File: src/rtl/tt2_pkg.sv
// constants, register map and mode encoding for the timer two core
package tt2_pkg;

   localparam int ADDR_W = 8;
   localparam int DATA_W = 8;

   // register addresses
   localparam logic [7:0] CTRL_ADDR     = 8'hC8;
   localparam logic [7:0] MODE_ADDR     = 8'hC9;
   localparam logic [7:0] CNT_LOW_ADDR  = 8'hCA;
   localparam logic [7:0] CNT_HIGH_ADDR = 8'hCB;
   localparam logic [7:0] CAP_LOW_ADDR  = 8'hCC;
   localparam logic [7:0] CAP_HIGH_ADDR = 8'hCD;

   // control register fields, and the down count enable bit of the mode register
   localparam int OVF_FLAG_BIT  = 7;
   localparam int EXT_FLAG_BIT  = 6;
   localparam int RX_SEL_BIT    = 5;
   localparam int TX_SEL_BIT    = 4;
   localparam int EXT_EN_BIT    = 3;
   localparam int RUN_BIT       = 2;
   localparam int CNT_SEL_BIT   = 1;
   localparam int CAP_SEL_BIT   = 0;
   localparam int DOWN_EN_BIT   = 0;

   localparam logic [7:0] CTRL_RESET = 8'h00;
   localparam logic [7:0] MODE_RESET = 8'h00;
   localparam logic [7:0] BYTE_ZERO  = 8'h00;
   localparam logic [7:0] BIT_ONE    = 8'h01;

   // machine cycle of twelve oscillator periods, S1P1 is phase 0
   localparam logic [3:0] PHASE_ZERO   = 4'h0;
   localparam logic [3:0] PHASE_ONE    = 4'h1;
   localparam logic [3:0] PHASE_LAST   = 4'hB;
   localparam logic [3:0] SAMPLE_PHASE = 4'h9;
   localparam logic [3:0] UPDATE_PHASE = 4'h4;

   localparam logic [15:0] COUNT_MAX  = 16'hFFFF;
   localparam logic [15:0] COUNT_ZERO = 16'h0000;
   localparam logic [15:0] COUNT_ONE  = 16'h0001;
   localparam logic [1:0]  EDGE_FALL  = 2'h2;
   localparam logic [1:0]  HIST_RESET = 2'h0;
   localparam logic [1:0]  SER_MODE1  = 2'h1;
   localparam logic [1:0]  SER_MODE3  = 2'h3;

   typedef enum logic [3:0] {
      TT2_OFF     = 4'b0001,
      TT2_RELOAD  = 4'b0010,
      TT2_CAPTURE = 4'b0100,
      TT2_BAUD    = 4'b1000
   } tt2_mode_e;

endpackage

File: src/rtl/tt2_phase_sampler.sv
// machine cycle phase counter and per-cycle pin edge sampler
module tt2_phase_sampler (
   // clock and reset
   input  wire logic       mclk,
   input  wire logic       rst_b,
   // pins
   input  wire logic       countPin,
   input  wire logic       trigPin,
   // phase and edge outputs
   output logic [3:0]      phase,
   output logic            stateTick,
   output logic            updateTick,
   output logic            countEdge,
   output logic            trigEdge,
   output logic            trigLevel
);

   logic [3:0] phase_q;
   logic [1:0] countHist_q;
   logic [1:0] trigHist_q;

   always_ff @(posedge mclk) begin
      if (!rst_b) begin
         phase_q <= tt2_pkg::PHASE_ZERO;
      end else if (phase_q == tt2_pkg::PHASE_LAST) begin
         phase_q <= tt2_pkg::PHASE_ZERO;
      end else begin
         phase_q <= phase_q + tt2_pkg::PHASE_ONE;
      end
   end

   // one sample per machine cycle, the older sample kept beside it
   always_ff @(posedge mclk) begin
      if (!rst_b) begin
         countHist_q <= tt2_pkg::HIST_RESET;
         trigHist_q  <= tt2_pkg::HIST_RESET;
      end else if (phase_q == tt2_pkg::SAMPLE_PHASE) begin
         countHist_q <= {countHist_q[0], countPin};
         trigHist_q  <= {trigHist_q[0], trigPin};
      end
   end

   assign phase      = phase_q;
   assign stateTick  = phase_q[0];
   assign updateTick = (phase_q == tt2_pkg::UPDATE_PHASE);
   // the update phase falls once between samples, so each pair counts once
   assign countEdge  = updateTick && (countHist_q == tt2_pkg::EDGE_FALL);
   assign trigEdge   = updateTick && (trigHist_q == tt2_pkg::EDGE_FALL);
   assign trigLevel  = trigHist_q[0];

endmodule

File: src/rtl/tt2_core.sv
// sixteen-bit timer two with capture, auto-reload and baud clock modes
module tt2_core (
   // clock and reset
   input  wire logic       mclk,
   input  wire logic       rst_b,
   // register port
   input  wire logic [7:0] regAddr,
   input  wire logic [7:0] regWrData,
   input  wire logic       regWr,
   input  wire logic       regRd,
   output logic [7:0]      regRdData,
   // bit access to the control register
   input  wire logic       bitWr,
   input  wire logic [2:0] bitIndex,
   input  wire logic       bitValue,
   // external pins
   input  wire logic       countPin,
   input  wire logic       trigPin,
   // system side
   input  wire logic       timerIntEnable,
   input  wire logic [1:0] serialMode,
   input  wire logic       otherTimerOvf,
   output logic            timerIrq,
   output logic            rxClkPulse,
   output logic            txClkPulse,
   output logic            overflowPulse
);

   // control and mode registers
   logic [7:0]  ctrl_q;
   logic [7:0]  ctrl_d;
   logic        downEn_q;
   logic        downEn_d;

   // count and capture pairs
   logic [7:0]  countLow_q;
   logic [7:0]  countHigh_q;
   logic [7:0]  capLow_q;
   logic [7:0]  capHigh_q;
   logic [15:0] count_d;
   logic [15:0] cap_d;

   // registered outputs
   logic [7:0]  rdData_q;
   logic        irq_q;
   logic        rxClk_q;
   logic        txClk_q;
   logic        ovfPulse_q;

   // sampler outputs; the raw phase is left open, only its ticks, edges and trigger level are used
   logic        stateTick;
   logic        updateTick;
   logic        countEdge;
   logic        trigEdge;
   logic        trigLevel;

   // decoded control
   tt2_pkg::tt2_mode_e mode;
   logic        serialUse;
   logic        countTick;
   logic        wrapEvent;
   logic        flagOverflow;
   logic        extSet;
   logic        extToggle;
   logic [15:0] count;
   logic [15:0] capture;
   logic [7:0]  wrMask;
   logic [7:0]  wrVal;

   function automatic logic serialSelected(input logic [7:0] c);
      serialSelected = c[tt2_pkg::RX_SEL_BIT] | c[tt2_pkg::TX_SEL_BIT];
   endfunction

   function automatic tt2_pkg::tt2_mode_e decodeMode(input logic [7:0] c);
      if (!c[tt2_pkg::RUN_BIT]) begin
         decodeMode = tt2_pkg::TT2_OFF;
      end else if (serialSelected(c)) begin
         decodeMode = tt2_pkg::TT2_BAUD;
      end else if (c[tt2_pkg::CAP_SEL_BIT]) begin
         decodeMode = tt2_pkg::TT2_CAPTURE;
      end else begin
         decodeMode = tt2_pkg::TT2_RELOAD;
      end
   endfunction

   tt2_phase_sampler u_sampler (
      .mclk       (mclk),
      .rst_b      (rst_b),
      .countPin   (countPin),
      .trigPin    (trigPin),
      .phase      (),
      .stateTick  (stateTick),
      .updateTick (updateTick),
      .countEdge  (countEdge),
      .trigEdge   (trigEdge),
      .trigLevel  (trigLevel)
   );

   assign count     = {countHigh_q, countLow_q};
   assign capture   = {capHigh_q, capLow_q};
   assign mode      = decodeMode(ctrl_q);
   assign serialUse = serialSelected(ctrl_q);

   // count source; baud mode in timer function runs at the state rate
   always_comb begin
      countTick = 1'b0;
      case (mode)
         tt2_pkg::TT2_OFF: begin
            countTick = 1'b0;
         end
         tt2_pkg::TT2_BAUD: begin
            if (ctrl_q[tt2_pkg::CNT_SEL_BIT]) begin
               countTick = countEdge;
            end else begin
               countTick = stateTick;
            end
         end
         default: begin
            if (ctrl_q[tt2_pkg::CNT_SEL_BIT]) begin
               countTick = countEdge;
            end else begin
               countTick = updateTick;
            end
         end
      endcase
   end

   // next count, capture pair and flag events
   always_comb begin
      count_d   = count;
      cap_d     = capture;
      wrapEvent = 1'b0;
      extSet    = 1'b0;
      extToggle = 1'b0;
      case (mode)
         tt2_pkg::TT2_CAPTURE: begin
            if (countTick) begin
               count_d   = count + tt2_pkg::COUNT_ONE;
               wrapEvent = (count == tt2_pkg::COUNT_MAX);
            end
         end
         tt2_pkg::TT2_BAUD: begin
            // forced reload on rollover, capture select ignored
            if (countTick) begin
               if (count == tt2_pkg::COUNT_MAX) begin
                  count_d   = capture;
                  wrapEvent = 1'b1;
               end else begin
                  count_d = count + tt2_pkg::COUNT_ONE;
               end
            end
         end
         tt2_pkg::TT2_RELOAD: begin
            if (downEn_q && !trigLevel) begin
               // down count: underflow at the capture pair reloads all ones
               if (countTick) begin
                  if (count == capture) begin
                     count_d   = tt2_pkg::COUNT_MAX;
                     wrapEvent = 1'b1;
                     extToggle = 1'b1;
                  end else begin
                     count_d = count - tt2_pkg::COUNT_ONE;
                  end
               end
            end else if (countTick && count == tt2_pkg::COUNT_MAX) begin
               count_d   = capture;
               wrapEvent = 1'b1;
               extToggle = downEn_q;
            end else if (countTick) begin
               count_d = count + tt2_pkg::COUNT_ONE;
            end
         end
         default: begin
            count_d = count;
         end
      endcase

      // trigger edges act even while stopped; in up/down mode the pin is direction
      if (trigEdge && ctrl_q[tt2_pkg::EXT_EN_BIT]) begin
         if (serialUse) begin
            extSet = 1'b1; // edge flags only, no reload
         end else if (ctrl_q[tt2_pkg::CAP_SEL_BIT]) begin
            cap_d  = count;
            extSet = 1'b1;
         end else if (!downEn_q) begin
            count_d = capture;
            extSet  = 1'b1;
         end
      end
   end

   assign flagOverflow = wrapEvent && !serialUse;

   // software write mask for the control register, byte or single bit
   always_comb begin
      wrMask = tt2_pkg::BYTE_ZERO;
      wrVal  = tt2_pkg::BYTE_ZERO;
      if (regWr && regAddr == tt2_pkg::CTRL_ADDR) begin
         wrMask = ~tt2_pkg::BYTE_ZERO;
         wrVal  = regWrData;
      end else if (bitWr) begin
         wrMask = tt2_pkg::BIT_ONE << bitIndex;
         wrVal  = bitValue ? wrMask : tt2_pkg::BYTE_ZERO;
      end
   end

   // hardware set is applied after the write so an event is never lost
   always_comb begin
      ctrl_d = (ctrl_q & ~wrMask) | (wrVal & wrMask);
      if (extToggle) begin
         ctrl_d[tt2_pkg::EXT_FLAG_BIT] = ~ctrl_d[tt2_pkg::EXT_FLAG_BIT];
      end
      if (extSet) begin
         ctrl_d[tt2_pkg::EXT_FLAG_BIT] = 1'b1;
      end
      if (flagOverflow) begin
         ctrl_d[tt2_pkg::OVF_FLAG_BIT] = 1'b1;
      end
   end

   always_ff @(posedge mclk) begin
      if (!rst_b) begin
         ctrl_q <= tt2_pkg::CTRL_RESET;
      end else begin
         ctrl_q <= ctrl_d;
      end
   end

   always_comb begin
      downEn_d = downEn_q;
      if (regWr && regAddr == tt2_pkg::MODE_ADDR) begin
         downEn_d = regWrData[tt2_pkg::DOWN_EN_BIT];
      end
   end

   always_ff @(posedge mclk) begin
      if (!rst_b) begin
         downEn_q <= tt2_pkg::MODE_RESET[tt2_pkg::DOWN_EN_BIT];
      end else begin
         downEn_q <= downEn_d;
      end
   end

   // count halves; a software write to a half wins over the hardware update
   always_ff @(posedge mclk) begin
      if (!rst_b) begin
         countLow_q  <= tt2_pkg::BYTE_ZERO;
         countHigh_q <= tt2_pkg::BYTE_ZERO;
      end else begin
         if (regWr && regAddr == tt2_pkg::CNT_LOW_ADDR) begin
            countLow_q <= regWrData;
         end else begin
            countLow_q <= count_d[7:0];
         end
         if (regWr && regAddr == tt2_pkg::CNT_HIGH_ADDR) begin
            countHigh_q <= regWrData;
         end else begin
            countHigh_q <= count_d[15:8];
         end
      end
   end

   // capture pair; a hardware capture that changes the pair wins over a software write
   always_ff @(posedge mclk) begin
      if (!rst_b) begin
         capLow_q  <= tt2_pkg::BYTE_ZERO;
         capHigh_q <= tt2_pkg::BYTE_ZERO;
      end else if (cap_d != capture) begin
         capLow_q  <= cap_d[7:0];
         capHigh_q <= cap_d[15:8];
      end else begin
         if (regWr && regAddr == tt2_pkg::CAP_LOW_ADDR) begin
            capLow_q <= regWrData;
         end
         if (regWr && regAddr == tt2_pkg::CAP_HIGH_ADDR) begin
            capHigh_q <= regWrData;
         end
      end
   end

   // read data stand for exactly the cycle after the strobe
   always_ff @(posedge mclk) begin
      if (!rst_b) begin
         rdData_q <= tt2_pkg::BYTE_ZERO;
      end else if (!regRd) begin
         rdData_q <= tt2_pkg::BYTE_ZERO;
      end else if (regAddr == tt2_pkg::CTRL_ADDR) begin
         rdData_q <= ctrl_q;
      end else if (regAddr == tt2_pkg::MODE_ADDR) begin
         rdData_q <= {7'h00, downEn_q};
      end else if (regAddr == tt2_pkg::CNT_LOW_ADDR) begin
         rdData_q <= countLow_q;
      end else if (regAddr == tt2_pkg::CNT_HIGH_ADDR) begin
         rdData_q <= countHigh_q;
      end else if (regAddr == tt2_pkg::CAP_LOW_ADDR) begin
         rdData_q <= capLow_q;
      end else if (regAddr == tt2_pkg::CAP_HIGH_ADDR) begin
         rdData_q <= capHigh_q;
      end else begin
         rdData_q <= tt2_pkg::BYTE_ZERO;
      end
   end

   // interrupt request level; edge flag masked in up/down mode
   always_ff @(posedge mclk) begin
      if (!rst_b) begin
         irq_q <= 1'b0;
      end else begin
         irq_q <= timerIntEnable &&
                  (ctrl_q[tt2_pkg::OVF_FLAG_BIT] ||
                   (ctrl_q[tt2_pkg::EXT_FLAG_BIT] && !downEn_q));
      end
   end

   // serial clock routing only matters in serial modes 1 and 3
   always_ff @(posedge mclk) begin
      if (!rst_b) begin
         rxClk_q    <= 1'b0;
         txClk_q    <= 1'b0;
         ovfPulse_q <= 1'b0;
      end else begin
         ovfPulse_q <= wrapEvent;
         if (serialMode == tt2_pkg::SER_MODE1 || serialMode == tt2_pkg::SER_MODE3) begin
            rxClk_q <= ctrl_q[tt2_pkg::RX_SEL_BIT] ? wrapEvent : otherTimerOvf;
            txClk_q <= ctrl_q[tt2_pkg::TX_SEL_BIT] ? wrapEvent : otherTimerOvf;
         end else begin
            rxClk_q <= 1'b0;
            txClk_q <= 1'b0;
         end
      end
   end

   assign regRdData     = rdData_q;
   assign timerIrq      = irq_q;
   assign rxClkPulse    = rxClk_q;
   assign txClkPulse    = txClk_q;
   assign overflowPulse = ovfPulse_q;

endmodule

File: config.mk
export PLATFORM = sky130hd
export DESIGN_NAME = tt2_core
export DESIGN_NICKNAME = d
export VERILOG_FILES = /design/src/rtl/tt2_pkg.sv /design/src/rtl/tt2_phase_sampler.sv /design/src/rtl/tt2_core.sv
export SDC_FILE = /design/constraint.sdc
export NUM_CORES = 1
export LEC_CHECK = 0
export BUFFER_PORTS_ARGS = -buffer_cell sky130_fd_sc_hd__buf_4
export CAP_MARGIN = 10
export CORE_MARGIN = 2
export CORE_UTILIZATION = 35
export DETAILED_ROUTE_END_ITERATION = 6
export PLACE_DENSITY = 0.5
export SYNTH_ARGS = -nofsm -noshare
export SYNTH_HDL_FRONTEND = slang
export SYNTH_SLANG_ARGS = --single-unit
File: constraint.sdc
create_clock -name mclk -period 2.9 [get_ports mclk]
set_input_delay 0.435 -clock mclk [delete_from_list [all_inputs] [get_ports mclk]]
set_output_delay 0.435 -clock mclk [all_outputs]
set_load 0.005 [all_outputs]
==> impl_metrics.tcl, run 1 <==
set metrics [dict create \
    status "finished clean" \
    netlist_area_mm2 0.00533 \
    die-area_mm2 0.0162 \
    p_total_mw 2.32 \
    crit_buf_inv 0 \
    hold_violations 0 \
    die_h_um 127 \
    syn-instance-count 739 \
    hold_path.class "primary input to flop" \
    io_buffers 41 \
    postSynth.asyncResetShare_pct 0 \
    cpLargestDelayFamily "compound AO/OA/AOI/OAI gates" \
    h-tree-depth 3 \
    vdd_drop_max_mv 0.265 \
    dr.max_layer_used "met4" \
    worstMarginPinSlew_ps 708 \
    cpMostUsedCell "a211oi_1" \
    max_freq_mhz 374 \
    synth_seq_cells 61 \
    synth_seq_area_share_pct 22.9 \
    synth_fa_ha_area_share_pct 1.17 \
    wl_per_cell_um 22.7 \
    cts_root_buf "clkbuf_16" \
    critPathSlowestCell "or3_1" \
    ctsResizeCount 0 \
    synth_xor_area_share_pct 5.26 \
    final_common_cell "buf_4" \
    num_io_pins 43 \
    fin_nets 821 \
    final.period_utilization_pct 92.1 \
    syn_avg_cell_area_um2 7.21 \
    critPathKind "flop to flop" \
    rows 45 \
    grt_max_degree 36 \
    required_ps 3140 \
    numClockSinks 61 \
    num_vias 6261 \
    wl_um 22200 \
    area_delta_synth_final_pct 19.8 \
    route.met2.wl_um 10100 \
    cts_setup_buffers 0 \
    leakagePower_nw 2.58 \
    gr-usage-all-layers_pct 27.5 \
    n_antenna_cell 0 \
    fin_ws_ps 229 \
    maxCapViolations 0 \
    place_worst_setup_slack_ps 278 \
    ys.flop_type "dfxtp_1" \
    fin_tns_setup_ps 0 \
    grt_pass1_wl_um 34400 \
    drcViolationCount 0 \
    drt_iter0_markers 736 \
    gp_congestion 0.969 \
    finClkSkew_ps 7.77 \
    arrival_ps 2910 \
    cts_tree "built" \
    critPathLaunchType "flop" \
    cp_cell_sequence "o21ai_2 -> or3_1 -> a211oi_2 -> nand4_1 -> a211oi_1 -> a211oi_1 -> o311a_1" \
    max_slew_margin_pct 52.4 \
    cp-end-kind "flop" \
    die_w_um 127 \
    finalSetupViolations 0 \
    grt_overflow 0 \
    post-route-min-period_ps 2670 \
    coreArea_mm2 0.0150 \
    critical_path.max_fanout 9 \
    synthSimpleGateAreaFrac_pct 27.1 \
    syn_nets 775 \
    numCtsBuffers 9 \
    slowest_delay_ps 560 \
    antenna_found_initial 0 \
    grt_pass1_vias 5841 \
    cts.path.max_buffers 2 \
    start_util_pct 35.5 \
    synthMuxAreaShare_pct 2.82 \
    clkTransAtPathRegs_ps 60 \
    rsz0062_at_grt "false" \
    mostFrequentLayoutCells "buf_4, nand2_1, dfxtp_1" \
    wl_met3_um 1920 \
    via_per_inst 6.40 \
    powerDensity_mw_per_mm2 363 \
    hpwlAfterDp_um 16300 \
    synth_top_family_by_area "compound AO/OA/AOI/OAI gates" \
    final-max-slew-violation-count 0 \
    postCtsHoldBufs 0 \
    synth_edf_count 0 \
    yosysWarnings 0 \
    drtPass1Iterations 6 \
    wl_met1_um 9320 \
    ant_nets 0 \
    synth_compound_area_share_pct 33.6 \
    clk_latency_ps 350 \
    drive_gt1_share_pct 18.0 \
    yosysUniqueCellTypes 75 \
]
final cells by class:
| cell class | instances | area [um2] |
|---|---|---|
| tap | 188 | 235 |
| clock buffer | 9 | 225 |
| fill | 1548 | 8650 |
| inverter | 17 | 63.8 |
| multi-input combinational | 589 | 3740 |
| clock inverter | 7 | 97.6 |
| sequential | 61 | 1220 |
| timing repair buffer | 107 | 803 |
worst min-delay path: cells and delay by family:
kind	cells	cell delay [ps]
buf+inv	1	80
simple gates	2	120
per-layer routing:
metal	global-route usage, %	vias up
met5	0	-
met4	11.0	0
met3	5.90	73
met2	43.3	346
met1	36.8	2983
li1	-	2859
Yosys cell counts, drive strengths merged, types with 4 or more instances:
library cell	number	area [um2]
nand4	12	90.1
o211a	23	230
ha	5	62.6
o31ai	5	42.5
a41oi	4	35.0
a31oi	14	87.6
a22oi	4	30.0
nand3	45	225
nor2	45	169
inv	14	52.6
and3	6	37.5
dfxtp	61	1220
o2bb2ai	4	35.0
a211o	4	35.0
o21ai	51	259
a221oi	6	52.6
a2111oi	6	83.8
nand2	94	353
a211oi	8	65.1
a21boi	10	75.1
mux2i	15	150
a32oi	7	61.3
or3	17	106
or4	4	30.0
buf	26	143
xor2	5	43.8
o211ai	12	90.1
a21oi	54	270
clkbuf	46	174
nor4	12	103
nand3b	4	30.0
nor2b	5	31.3
nor3	24	125
o22ai	5	31.3
xnor2	27	236
nor3b	6	50.1
nand4b	4	35.0
power by group:
group          switching [mW]  internal (mW)
registers              0.0139          0.851
logic                   0.154         0.0979
clock network           0.447          0.755
total                   0.614           1.70
logic make-up after synthesis:
| group | after synthesis |
|---|---|
| XOR/XNOR | 32 |
| multiplexers | 15 |
| AND/OR/NAND/NOR | 286 |
| AO/OA/AOI/OAI | 251 |
| adder cells (fa/ha/maj) | 5 |
| flip-flops | 61 |
| buffers and inverters | 89 |
state kept, by name (all words and copies together), names as in the netlist, named ones only:
| name | count |
|---|---|
| capHigh_q | 8 |
| capLow_q | 8 |
| countHigh_q | 8 |
| countLow_q | 8 |
| ctrl_q | 2 |
| downEn_q | 1 |
| overflowPulse | 1 |
| regRdData | 8 |
| rxClkPulse | 1 |
| timerIrq | 1 |
| txClkPulse | 1 |
| u_sampler.countHist_q | 2 |
| u_sampler.phase | 4 |
| u_sampler.trigHist_q | 2 |
worst paths after layout:
check | depth (start not counted) | slack (ps) | startpoint | to
worst max-delay path | 7 | 230 | flop | countHigh_q[2]
worst min-delay path | 3 | 320 | timerIntEnable | timerIrq
worst max register to register | 7 | 230 | flop | countHigh_q[2]
worst min register to register | 2 | 470 | u_sampler.trigHist_q[1] | u_sampler.trigHist_q[1]
metrics by stage:
step	hold WS, ps	instance area [um2]	util, %	cells
floorplan	444	5330	-	739
global placement	454	6060	40.3	962
detailed placement	469	6060	40.3	962
CTS	321	6380	42.4	978
global route	330	6380	42.5	978
finish	321	6380	42.5	978
(Power assumes the default switching activity.)
==> inputs of run 2 (changes only) <==
--- a/config.mk
+++ b/config.mk
@@ -5,12 +5,12 @@
 export SDC_FILE = /design/constraint.sdc
 export NUM_CORES = 1
 export LEC_CHECK = 0
-export BUFFER_PORTS_ARGS = -buffer_cell sky130_fd_sc_hd__buf_4
 export CAP_MARGIN = 10
 export CORE_MARGIN = 2
 export CORE_UTILIZATION = 35
 export DETAILED_ROUTE_END_ITERATION = 6
-export PLACE_DENSITY = 0.5
+export DONT_BUFFER_PORTS = 1
+export PLACE_DENSITY = 0.48
 export SYNTH_ARGS = -nofsm -noshare
 export SYNTH_HDL_FRONTEND = slang
 export SYNTH_SLANG_ARGS = --single-unit
==> run 2 against run 1 <==
- hold slack got worse by 120 ps
- total power fell by 4.2%
- final area is 4.4% lower
- critical path depth unchanged
- non-clock buffer count down 38
- utilization is 1.9 points lower
- sequential cell count unchanged
- fmax is 0.29% lower
- sequential share of layout area up 0.89 points
- die area unchanged
- critical path type unchanged
==> impl_metrics.tcl, run 2 (synthesis gave the netlist of run 1 again) <==
set metrics [dict create \
    final_common_cell "nand2_1" \
    drive_gt1_share_pct 13.6 \
    die_h_um 127 \
    h-tree-depth 3 \
    fin_nets 783 \
    worstMarginPinSlew_ps 765 \
    final_cells 940 \
    hold_path.class "primary input to flop" \
    ctsResizeCount 0 \
    postCtsHoldBufs 0 \
    ant_nets 0 \
    n_antenna_cell 0 \
    via_per_inst 6.50 \
    drt_iter0_markers 649 \
    power_frac_clock_pct 53.1 \
    post-route-min-period_ps 2680 \
    vdd_drop_max_mv 0.279 \
    drcViolationCount 0 \
    wl_um 23000 \
    numClockSinks 61 \
    cts_setup_buffers 0 \
    max_freq_mhz 373 \
    status "finished clean" \
    cts.path.max_buffers 2 \
    coreArea_mm2 0.0150 \
    fin_tns_setup_ps 0 \
    numCtsBuffers 9 \
    cts_tree "built" \
    critPathLaunchType "flop" \
    grt_overflow 0 \
    leakagePower_nw 2.40 \
    dp.cells 924 \
    hold_violations 0 \
    io_buffers 0 \
    internal_power_mw 1.67 \
    area_delta_synth_final_pct 14.5 \
    combPwrFrac_pct 7.8 \
    grt_pass1_wl_um 34700 \
    powerDensity_mw_per_mm2 364 \
    final.period_utilization_pct 92.4 \
    max_slew_margin_pct 48.6 \
    cts_root_buf "clkbuf_16" \
    critPathKind "flop to flop" \
    grt_max_degree 59 \
    finClkSkew_ps 7.96 \
    maxCapViolations 0 \
    die_w_um 127 \
    switching_share_pct 24.7 \
    antenna_found_initial 0 \
    p_seq_share_pct 39.1 \
    critical_path.max_fanout 6 \
    arrival_ps 2970 \
    whs_ps 204 \
    finalSetupViolations 0 \
    required_ps 3190 \
    gp_congestion 1.00 \
    mostFrequentLayoutCells "nand2_1, buf_4, dfxtp_1" \
    clk_latency_ps 350 \
    die-area_mm2 0.0162 \
    gr-usage-all-layers_pct 28.2 \
    hpwlAfterDp_um 17100 \
    p_sw_mw 0.548 \
    num_vias 6112 \
    drtPass1Iterations 5 \
    final-max-slew-violation-count 0 \
    start_util_pct 35.5 \
    rsz0062_at_grt "false" \
    grt_pass1_vias 5698 \
    p_total_mw 2.22 \
    clkTransAtPathRegs_ps 60 \
    num_io_pins 43 \
    rows 45 \
    wl_per_cell_um 24.5 \
    cp-end-kind "flop" \
]
[run 2: cell types whose count changed in the layout (fill, tap and decap cells not counted), sizes merged]
cell	before	now
buf	107	69
clkbuf	9	10
clkinvlp	2	1
[run 2: path summary, 6_finish.rpt]
path                                  from                  endpoint  slack, ps  depth (start not counted)
setup / recovery             countLow_q[7]            countHigh_q[6]        220                          7
hold / removal              timerIntEnable                  timerIrq        200                          2
setup reg to reg             countLow_q[7]            countHigh_q[6]        220                          7
hold reg to reg   u_sampler.countHist_q[1]  u_sampler.countHist_q[1]        470                          2
[run 2: cell type report]
class | count | area, um2
clock inverter | 6 | 86.3
timing repair buffer | 69 | 531
multi-input combinational | 589 | 3730
tap | 188 | 235
inverter | 17 | 63.8
sequential | 61 | 1220
fill | 1618 | 8930
clock buffer | 10 | 229
[run 2: worst max-delay path: stages, from the launching register on]
cell,delay (ps)
dfxtp_1,400
nor4_1,720
nand3_1,300
a2111oi_4,420
xnor2_1,110
a221o_1,300
o211ai_1,160
o2111a_1,230
[run 2: layer usage]
| layer | routed length [um] | share of wire, % | GRT usage [%] |
|---|---|---|---|
| met1 | 10100 | 44 | 39.1 |
| met2 | 10500 | 46 | 44.2 |
| met3 | 1660 | 7.2 | 3.52 |
| met4 | 793 | 3.4 | 12.1 |
| met5 | 0 | 0 | 0 |
[run 2: power by group through the flow]
stage                     Combinational, mW  Sequential [mW]  Clock [mW]
after floorplan                       0.135            0.877           0
after global placement                0.168            0.887           0
after detailed placement              0.169            0.887           0
after CTS                             0.170            0.869        1.19
after global routing                  0.185            0.870        1.22
final                                 0.172            0.869        1.18
[run 2: per-stage QoR]
stage | setup WS [ps] | utilization, % | area, um2
4_1_cts | 221 | 40.6 | 6100
6_report | 222 | 40.6 | 6100
3_5_place_dp | 241 | 38.5 | 5790
5_1_grt | 97.2 | 40.6 | 6100
2_1_floorplan | 509 | - | 5330
3_3_place_gp | 274 | 38.5 | 5790
